===== config.mk =====
export PLATFORM = sky130hd
export DESIGN_NAME = drvf_top
export DESIGN_NICKNAME = d
export VERILOG_FILES = /design/src/drvf_pkg.sv /design/src/drvf_top.sv /design/src/drvf_lamp.sv
export SDC_FILE = /design/constraint.sdc
export NUM_CORES = 1
export LEC_CHECK = 0
export BUFFER_PORTS_ARGS = -buffer_cell sky130_fd_sc_hd__buf_4
export CAP_MARGIN = 15
export CORE_ASPECT_RATIO = 1.5
export CORE_UTILIZATION = 45
export CTS_CLUSTER_DIAMETER = 80
export DETAILED_ROUTE_END_ITERATION = 12
export SYNTH_ARGS = -nofsm -noshare
export SYNTH_HDL_FRONTEND = slang
export SYNTH_SLANG_ARGS = --single-unit

===== constraint.sdc =====
create_clock -name CLK_I -period 4.7 [get_ports CLK_I]
set_clock_uncertainty 0.1 [all_clocks]
set_input_delay 0.705 -clock CLK_I [delete_from_list [all_inputs] [get_ports CLK_I]]
set_output_delay 0.705 -clock CLK_I [all_outputs]
set_load 0.005 [all_outputs]

===== src/drvf_pkg.sv =====
// Purpose: Shared constants for the drive fault, status and restart block.
// Assumes: One 10 MHz system clock.
// Notes:   Times are in nanoseconds; cycle counts derive from them.
`default_nettype none
package drvf_pkg;
   localparam int CLK_PERIOD_NS   = 100;
   localparam int BLINK_HALF_NS   = 500_000_000;
   localparam int BLINK_HALF_CYC  = BLINK_HALF_NS / CLK_PERIOD_NS;
   localparam int RETRY_UNIT_NS   = 100_000_000;
   localparam int RETRY_UNIT_CYC  = RETRY_UNIT_NS / CLK_PERIOD_NS;
   localparam int HIST_DEPTH      = 5;
   localparam int DIN_W           = 8;
   localparam int CODE_W          = 8;
   localparam int VAL_W           = 16;
   localparam int STAT_W          = 8;
   localparam int CNT_W           = 4;
   localparam int DLY_W           = 8;
   localparam int SEL_W           = 3;
   typedef enum logic [1:0] {ST_OK, ST_FAULT, ST_DELAY} drvf_state_t;
endpackage : drvf_pkg
`default_nettype wire


===== src/drvf_top.sv =====
// Contract
// - Lamp steady on when stopped, unfaulted.
// - Lamp dark while drive runs.
// - Lamp blinks on fault, overriding others.
// - Input view mirrors each digital input terminal.
// - Output view shows open collector, relay coil.
// - Fault latches frequency, current, status, code.
// - Five entries: current plus four prior faults.
// - Each entry keeps its frequency, current, status.
// - Any fault removes motor power, coasting.
// - Active fault code shown on display.
// - Clear ignored while fault cause persists.
// - Auto restart only for auto-resettable faults.
// - Auto fault with restart count left above zero starts delay.
// - Delay expiry attempts automatic fault reset.
// - Cause gone: clear fault, restart drive.
//
// Purpose: Fault capture, history, coast stop, auto restart and views.
// Assumes: Fault, run and output states come from logic on CLK_I.
// Notes:   Digital input terminals are pins and are synchronised.
`default_nettype none
module drvf_top
   import drvf_pkg::*;
#(
   parameter int BLINK_CYC = BLINK_HALF_CYC,
   parameter int RETRY_CYC = RETRY_UNIT_CYC
) (
   input  wire logic              CLK_I,
   input  wire logic              RST_B_I,
   input  wire logic              RUN_I,
   input  wire logic              FAULT_REQ_I,
   input  wire logic [CODE_W-1:0] FAULT_CODE_I,
   input  wire logic              FAULT_CAUSE_I,
   input  wire logic              AUTO_OK_I,
   input  wire logic [VAL_W-1:0]  RUN_FREQ_I,
   input  wire logic [VAL_W-1:0]  CURRENT_I,
   input  wire logic [STAT_W-1:0] STATUS_I,
   input  wire logic              CLEAR_REQ_I,
   input  wire logic [CNT_W-1:0]  AUTO_RESTART_SETTING_I,
   input  wire logic [DLY_W-1:0]  RETRY_DELAY_I,
   input  wire logic [DIN_W-1:0]  DIGITAL_INPUT_TERMINALS_I,
   input  wire logic              OPEN_COLLECTOR_OUTPUT_I,
   input  wire logic              RELAY_COIL_I,
   input  wire logic [SEL_W-1:0]  HIST_SEL_I,
   output logic                   STOP_FAULT_LAMP_O,
   output logic [DIN_W-1:0]       INPUT_STATE_VIEW_O,
   output logic [1:0]             OUTPUT_STATE_VIEW_O,
   output logic                   FAULT_ACTIVE_O,
   output logic                   POWER_OFF_O,
   output logic [CODE_W-1:0]      DISPLAY_CODE_O,
   output logic                   RESTART_O,
   output logic [CNT_W-1:0]       RETRY_LEFT_O,
   output logic [CODE_W-1:0]      HIST_CODE_O,
   output logic [VAL_W-1:0]       HIST_FREQ_O,
   output logic [VAL_W-1:0]       HIST_CURR_O,
   output logic [STAT_W-1:0]      HIST_STAT_O
);
   localparam int TW = $clog2(RETRY_CYC + 1);
   localparam logic [TW-1:0] TICK_LAST = TW'(RETRY_CYC - 1);

   drvf_state_t       st_r;
   drvf_state_t       st_nxt;
   logic [DIN_W-1:0]  din_s1_r;
   logic [DIN_W-1:0]  din_s2_r;
   logic [1:0]        out_view_r;
   logic [CODE_W-1:0] hist_code_r [HIST_DEPTH];
   logic [VAL_W-1:0]  hist_freq_r [HIST_DEPTH];
   logic [VAL_W-1:0]  hist_curr_r [HIST_DEPTH];
   logic [STAT_W-1:0] hist_stat_r [HIST_DEPTH];
   logic [CNT_W-1:0]  left_r;
   logic              left_loaded_r;
   logic [DLY_W-1:0]  delay_r;
   logic [TW-1:0]     tick_r;
   logic              restart_r;
   logic [CODE_W-1:0] rd_code_r;
   logic [VAL_W-1:0]  rd_freq_r;
   logic [VAL_W-1:0]  rd_curr_r;
   logic [STAT_W-1:0] rd_stat_r;

   wire faulted   = (st_r != ST_OK);
   wire go_auto   = AUTO_OK_I && (left_r != '0);
   // A reset attempt happens once the delay has run out; a new trip
   // in the same cycle takes precedence so no event is lost.
   wire attempt   = (st_r == ST_DELAY) && (delay_r == '0) && !FAULT_REQ_I;
   wire auto_ok   = attempt && !FAULT_CAUSE_I;
   wire man_clear = faulted && CLEAR_REQ_I && !FAULT_CAUSE_I
                    && !FAULT_REQ_I;
   wire tick      = (tick_r == TICK_LAST);
   wire sel_ok    = (HIST_SEL_I < SEL_W'(HIST_DEPTH));

   always_comb begin
      st_nxt = st_r;
      case (st_r)
         ST_OK:    st_nxt = ST_OK;
         ST_FAULT: st_nxt = man_clear ? ST_OK : ST_FAULT;
         ST_DELAY: begin
            if (man_clear)
               st_nxt = ST_OK;
            else if (attempt)
               st_nxt = auto_ok ? ST_OK : ST_FAULT;
         end
         default:  st_nxt = ST_FAULT;
      endcase
      if (FAULT_REQ_I)
         st_nxt = go_auto ? ST_DELAY : ST_FAULT;
   end

   always_ff @(posedge CLK_I or negedge RST_B_I) begin
      if (!RST_B_I) begin
         st_r          <= ST_OK;
         din_s1_r      <= '0;
         din_s2_r      <= '0;
         out_view_r    <= '0;
         left_r        <= '0;
         left_loaded_r <= 1'b0;
         delay_r       <= '0;
         tick_r        <= '0;
         restart_r     <= 1'b0;
      end else begin
         st_r          <= st_nxt;
         din_s1_r      <= DIGITAL_INPUT_TERMINALS_I;
         din_s2_r      <= din_s1_r;
         out_view_r    <= {RELAY_COIL_I, OPEN_COLLECTOR_OUTPUT_I};
         restart_r     <= auto_ok;
         left_loaded_r <= 1'b1;
         // The count is refilled only by start-up or a manual clear, so
         // a cause that keeps tripping cannot restart the drive forever.
         if (!left_loaded_r || man_clear)
            left_r <= AUTO_RESTART_SETTING_I;
         else if (attempt)
            left_r <= left_r - 1'b1;
         if (FAULT_REQ_I) begin
            delay_r <= RETRY_DELAY_I;
            tick_r  <= '0;
         end else if (st_r == ST_DELAY && delay_r != '0) begin
            tick_r  <= tick ? '0 : tick_r + 1'b1;
            if (tick)
               delay_r <= delay_r - 1'b1;
         end
      end
   end

   // History is written only on a trip; clears leave it alone.
   generate
      for (genvar i = 0; i < HIST_DEPTH; i++) begin : g_hist
         logic [CODE_W-1:0] src_code;
         logic [VAL_W-1:0]  src_freq;
         logic [VAL_W-1:0]  src_curr;
         logic [STAT_W-1:0] src_stat;
         // The source is chosen at elaboration, so entry 0 never names
         // a neighbour below the bottom of the array.
         if (i == 0) begin : g_new
            assign src_code = FAULT_CODE_I;
            assign src_freq = RUN_FREQ_I;
            assign src_curr = CURRENT_I;
            assign src_stat = STATUS_I;
         end else begin : g_old
            assign src_code = hist_code_r[i-1];
            assign src_freq = hist_freq_r[i-1];
            assign src_curr = hist_curr_r[i-1];
            assign src_stat = hist_stat_r[i-1];
         end
         always_ff @(posedge CLK_I or negedge RST_B_I) begin
            if (!RST_B_I) begin
               hist_code_r[i] <= '0;
               hist_freq_r[i] <= '0;
               hist_curr_r[i] <= '0;
               hist_stat_r[i] <= '0;
            end else if (FAULT_REQ_I) begin
               hist_code_r[i] <= src_code;
               hist_freq_r[i] <= src_freq;
               hist_curr_r[i] <= src_curr;
               hist_stat_r[i] <= src_stat;
            end
         end
      end
   endgenerate

   always_ff @(posedge CLK_I or negedge RST_B_I) begin
      if (!RST_B_I) begin
         rd_code_r <= '0;
         rd_freq_r <= '0;
         rd_curr_r <= '0;
         rd_stat_r <= '0;
      end else begin
         rd_code_r <= sel_ok ? hist_code_r[HIST_SEL_I] : '0;
         rd_freq_r <= sel_ok ? hist_freq_r[HIST_SEL_I] : '0;
         rd_curr_r <= sel_ok ? hist_curr_r[HIST_SEL_I] : '0;
         rd_stat_r <= sel_ok ? hist_stat_r[HIST_SEL_I] : '0;
      end
   end

   drvf_lamp #(
      .HALF_CYC (BLINK_CYC)
   ) u_lamp (
      .clk_i    (CLK_I),
      .rst_b_i  (RST_B_I),
      .run_i    (RUN_I),
      .fault_i  (faulted),
      .lamp_o   (STOP_FAULT_LAMP_O)
   );

   assign INPUT_STATE_VIEW_O  = din_s2_r;
   assign OUTPUT_STATE_VIEW_O = out_view_r;
   assign FAULT_ACTIVE_O      = faulted;
   assign POWER_OFF_O         = faulted;
   assign DISPLAY_CODE_O      = faulted ? hist_code_r[0] : '0;
   assign RESTART_O           = restart_r;
   assign RETRY_LEFT_O        = left_r;
   assign HIST_CODE_O         = rd_code_r;
   assign HIST_FREQ_O         = rd_freq_r;
   assign HIST_CURR_O         = rd_curr_r;
   assign HIST_STAT_O         = rd_stat_r;
endmodule : drvf_top
`default_nettype wire


===== src/drvf_lamp.sv =====
// Purpose: Stop/fault lamp driver with a free-running blink divider.
// Assumes: Run and fault levels come from logic on the same clock.
// Notes:   Lamp follows its cause one clock later.
`default_nettype none
module drvf_lamp
   import drvf_pkg::*;
#(
   parameter int HALF_CYC = BLINK_HALF_CYC
) (
   input  wire logic clk_i,
   input  wire logic rst_b_i,
   input  wire logic run_i,
   input  wire logic fault_i,
   output logic      lamp_o
);
   localparam int BW = $clog2(HALF_CYC + 1);
   localparam logic [BW-1:0] LAST = BW'(HALF_CYC - 1);

   logic [BW-1:0] blink_cnt_r;
   logic          blink_r;
   logic          lamp_r;
   wire           blink_wrap = (blink_cnt_r == LAST);
   // Fault blinking wins over both steady indications.
   wire           lamp_nxt   = fault_i ? blink_r : !run_i;

   always_ff @(posedge clk_i or negedge rst_b_i) begin
      if (!rst_b_i) begin
         blink_cnt_r <= '0;
         blink_r     <= 1'b0;
         lamp_r      <= 1'b0;
      end else begin
         blink_cnt_r <= blink_wrap ? '0 : blink_cnt_r + 1'b1;
         blink_r     <= blink_wrap ? !blink_r : blink_r;
         lamp_r      <= lamp_nxt;
      end
   end
   assign lamp_o = lamp_r;
endmodule : drvf_lamp
`default_nettype wire


==> results.json <==
{
  "ctsLongestPathBuffers": 3,
  "worstMarginPinSlew_ps": 1020,
  "synthArstFlopShare": 1.00,
  "cts.clk_slew.worst_paths_ps": 60,
  "max_cap_violations": 0,
  "synth_edf_count": 0,
  "instances_no_fill": 1745,
  "yosysUniqueCellTypes": 53,
  "grt_setup_unrepaired": "no",
  "synth_area_sq_um": 15600,
  "grt_pass1_wl_um": 52000,
  "hold_class": "in -> async",
  "relSlewSlack": 0.322,
  "die_area_sq_um": 35400,
  "yosysWarnings": 0,
  "groute.usage.overall": 0.184,
  "fin_crit_ps": 2630,
  "power_mw": 7.96,
  "cts_tree": "yes",
  "viasPerCell": 5.41,
  "drc": 0,
  "synthTopCellsByArea": "dfrtp_1 (59%), mux2_2 (18%), mux4_2 (6.9%)",
  "cts_max_level": 2,
  "dpl.hpwl_um": 18800,
  "end_kind": "flip-flop",
  "synth_nets": 1235,
  "setup_viol": 0,
  "io_pins": 154,
  "synth_top_area_frac": 0.590,
  "cp-start-kind": "flip-flop",
  "fmax_ghz": 0.380,
  "cts_sinks": 367,
  "core_sq_um": 34200,
  "cts-hold-fix-buffers": 0,
  "drtIter0Drc": 465,
  "root_buffer": "clkbuf_16",
  "post-route-util": 0.538,
  "cp_max_fo": 15,
  "dieWidth_um": 154,
  "cts_resized": 0,
  "stdcell_area_sq_um": 18400,
  "final.fill_count": 2902,
  "grt_antenna_before_repair": 0,
  "rrSetupSlack_ps": 2070,
  "area_growth_pct": 18.0,
  "fin_crit_sh": 0.560,
  "crit_arrival_ps": 2920,
  "worstSkewPairLatency_ps": 530,
  "synth.avg_cell_area_sq_um": 13.5,
  "globalRouteOverflowTotal": 0,
  "routed_wl_um": 30800,
  "vdd_drop_max_mv": 0.279,
  "grt_pass1_vias": 9925,
  "post-place-ws_ps": 1890,
  "initial_core_util": 0.456,
  "yosysSeqAreaShare": 0.590,
  "drtPass1Iterations": 4,
  "finalMaxSlewViolations": 0,
  "p_leak_nw": 8.05,
  "multi_input_area_sq_um": 5930,
  "n_antenna_cell": 0,
  "place_congestion": 0.794,
  "portBuffers": 153,
  "syn_inst": 1150,
  "ys_seq_elements": 367,
  "die_h_um": 230,
  "final_net_count": 1380,
  "status": "complete, no violations",
  "power_density_nw_per_um2": 433,
  "place_inst": 1680,
  "yosys.area.top_type": "dfrtp_1",
  "worstPathRequired_ps": 4980,
  "grt_max_degree": 126,
  "dpl_cell_area_sq_um": 17200,
  "final_antenna_net_count": 0,
  "ff_latch_area_sq_um": 9180,
  "final_hold_viol_count": 0,
  "whs_ps": 102,
  "ys.flop_type": "dfrtp_1",
  "vias": 9438,
  "drive_above_1_share": 0.396,
  "setup_slack_ps": 2070,
  "post-cts-setup-buffers": 0,
  "rows": 83,
  "path_class": "reg -> reg",
  "numCtsBuffers": 38,
  "wire_per_inst_um": 17.7,
  "fin_setup_tns_ps": 0
}
[placed cells by master (no fill, tap or decap), types with 3 or more instances in the layout]
| cell type | count |
|---|---|
| nand4_1 | 15 |
| a21oi_1 | 18 |
| clkbuf_8 | 6 |
| a31oi_1 | 3 |
| nand2_1 | 81 |
| clkinv_2 | 4 |
| nor3_1 | 10 |
| nor4_1 | 10 |
| o21ai_0 | 66 |
| nor2_1 | 36 |
| xor2_1 | 18 |
| and2_1 | 9 |
| xnor2_1 | 12 |
| o32ai_1 | 3 |
| buf_4 | 162 |
| mux2_2 | 243 |
| nand2b_1 | 5 |
| dfrtp_1 | 367 |
| o2bb2ai_1 | 3 |
| or3_1 | 5 |
| clkbuf_1 | 13 |
| inv_1 | 59 |
| buf_12 | 3 |
| mux4_2 | 48 |
| nand4b_1 | 3 |
| nand3_1 | 22 |
| or4_4 | 4 |
| nor2b_1 | 3 |
| and3_1 | 6 |
| ha_1 | 5 |
| clkbuf_16 | 39 |
[cells by family (layout without fill, tap and decap cells)]
| group | after synthesis | in the layout | share of synthesized area |
|---|---|---|---|
| flops | 367 | 367 | 0.590 |
| mux | 292 | 292 | 0.246 |
| simple gates | 226 | 226 | 0.0742 |
| buf+inv | 122 | 292 | 0.0299 |
| compound gates | 107 | 107 | 0.0393 |
| xor+xnor | 30 | 30 | 0.0169 |
| fa+ha+maj | 5 | 5 | 0.00402 |
| other cells | 1 | 1 | 0.000241 |
[routing by layer]
layer	wire [um]	vias up	share of wire	global-route usage
li1	-	4350	-	-
met1	13300	4877	0.43	0.235
met2	15600	169	0.50	0.316
met3	1390	42	0.045	0.0392
met4	560	0	0.018	0.0534
met5	0	-	0	0
[cell type report]
| type | count | area share |
|---|---|---|
| Inverter | 60 | 0.0123 |
| Clock inverter | 7 | 0.00484 |
| Tap cell | 425 | 0.0289 |
| Multi-Input combinational cell | 661 | 0.323 |
| Sequential cell | 367 | 0.500 |
| Clock buffer | 58 | 0.0603 |
| Timing Repair Buffer | 167 | 0.0711 |
[path summary, 6_finish.rpt]
path / startpoint / end / depth (start not counted)
setup / recovery: tick_r[0]$_DFFE_PN0P_ / tick_r[3]$_DFFE_PN0P_ / 7
hold / removal: RST_B_I / hist_freq_r[10]$_DFFE_PN0P_ / 1
setup reg to reg: tick_r[0]$_DFFE_PN0P_ / tick_r[3]$_DFFE_PN0P_ / 7
hold reg to reg: din_s1_r[2]$_DFF_PN0_ / INPUT_STATE_VIEW_O[2]$_DFF_PN0_ / 0
max in group asynchronous: RST_B_I / g_hist[1].src_stat[4]$_DFFE_PN0P_ / 2
min in group CLK_I: DIGITAL_INPUT_TERMINALS_I[6] / din_s1_r[6]$_DFF_PN0_ / 1
[critical path: stages, from the launching register on]
cell and delay [ps]:
dfrtp_1 430, ha_1 220, nand4_1 240, nor3_1 210
buf_4 220, nand4_1 580, nand2_1 380, o32ai_1 110
[flip-flops by register name (all words and copies together), names as in the netlist, 8 cells and up]
| register | count |
|---|---|
| hist_freq_r | 16 |
| din_s1_r | 8 |
| hist_stat_r | 8 |
| u_lamp.blink_cnt_r | 23 |
| tick_r | 20 |
| g_hist.src_code | 32 |
| delay_r | 8 |
| g_hist.src_freq | 64 |
| HIST_STAT_O | 8 |
| g_hist.src_stat | 32 |
| g_hist.src_curr | 64 |
| HIST_CODE_O | 8 |
| HIST_CURR_O | 16 |
| HIST_FREQ_O | 16 |
| INPUT_STATE_VIEW_O | 8 |
| hist_curr_r | 16 |
| hist_code_r | 8 |
[power breakdown]
part	total (mW)	leakage (nW)	switching, mW	internal [mW]
combinational	1.06	3.01	0.396	0.668
clock	2.93	0.588	1.20	1.73
sequential	3.97	4.45	0.310	3.66
total	7.96	8.05	1.90	6.06
[cells in the mapped netlist, types with 6 or more instances]
library cell,number
mux4_2,48
nand2_1,81
o21ai_0,66
and3_1,6
mux2_2,243
nor4_1,10
nor2_1,36
clkbuf_1,52
nand3_1,22
xor2_1,18
nand4_1,15
xnor2_1,12
buf_1,6
dfrtp_1,367
a21oi_1,18
nor3_1,10
inv_1,59
and2_1,9
Power figures use the tool's default switching activity.
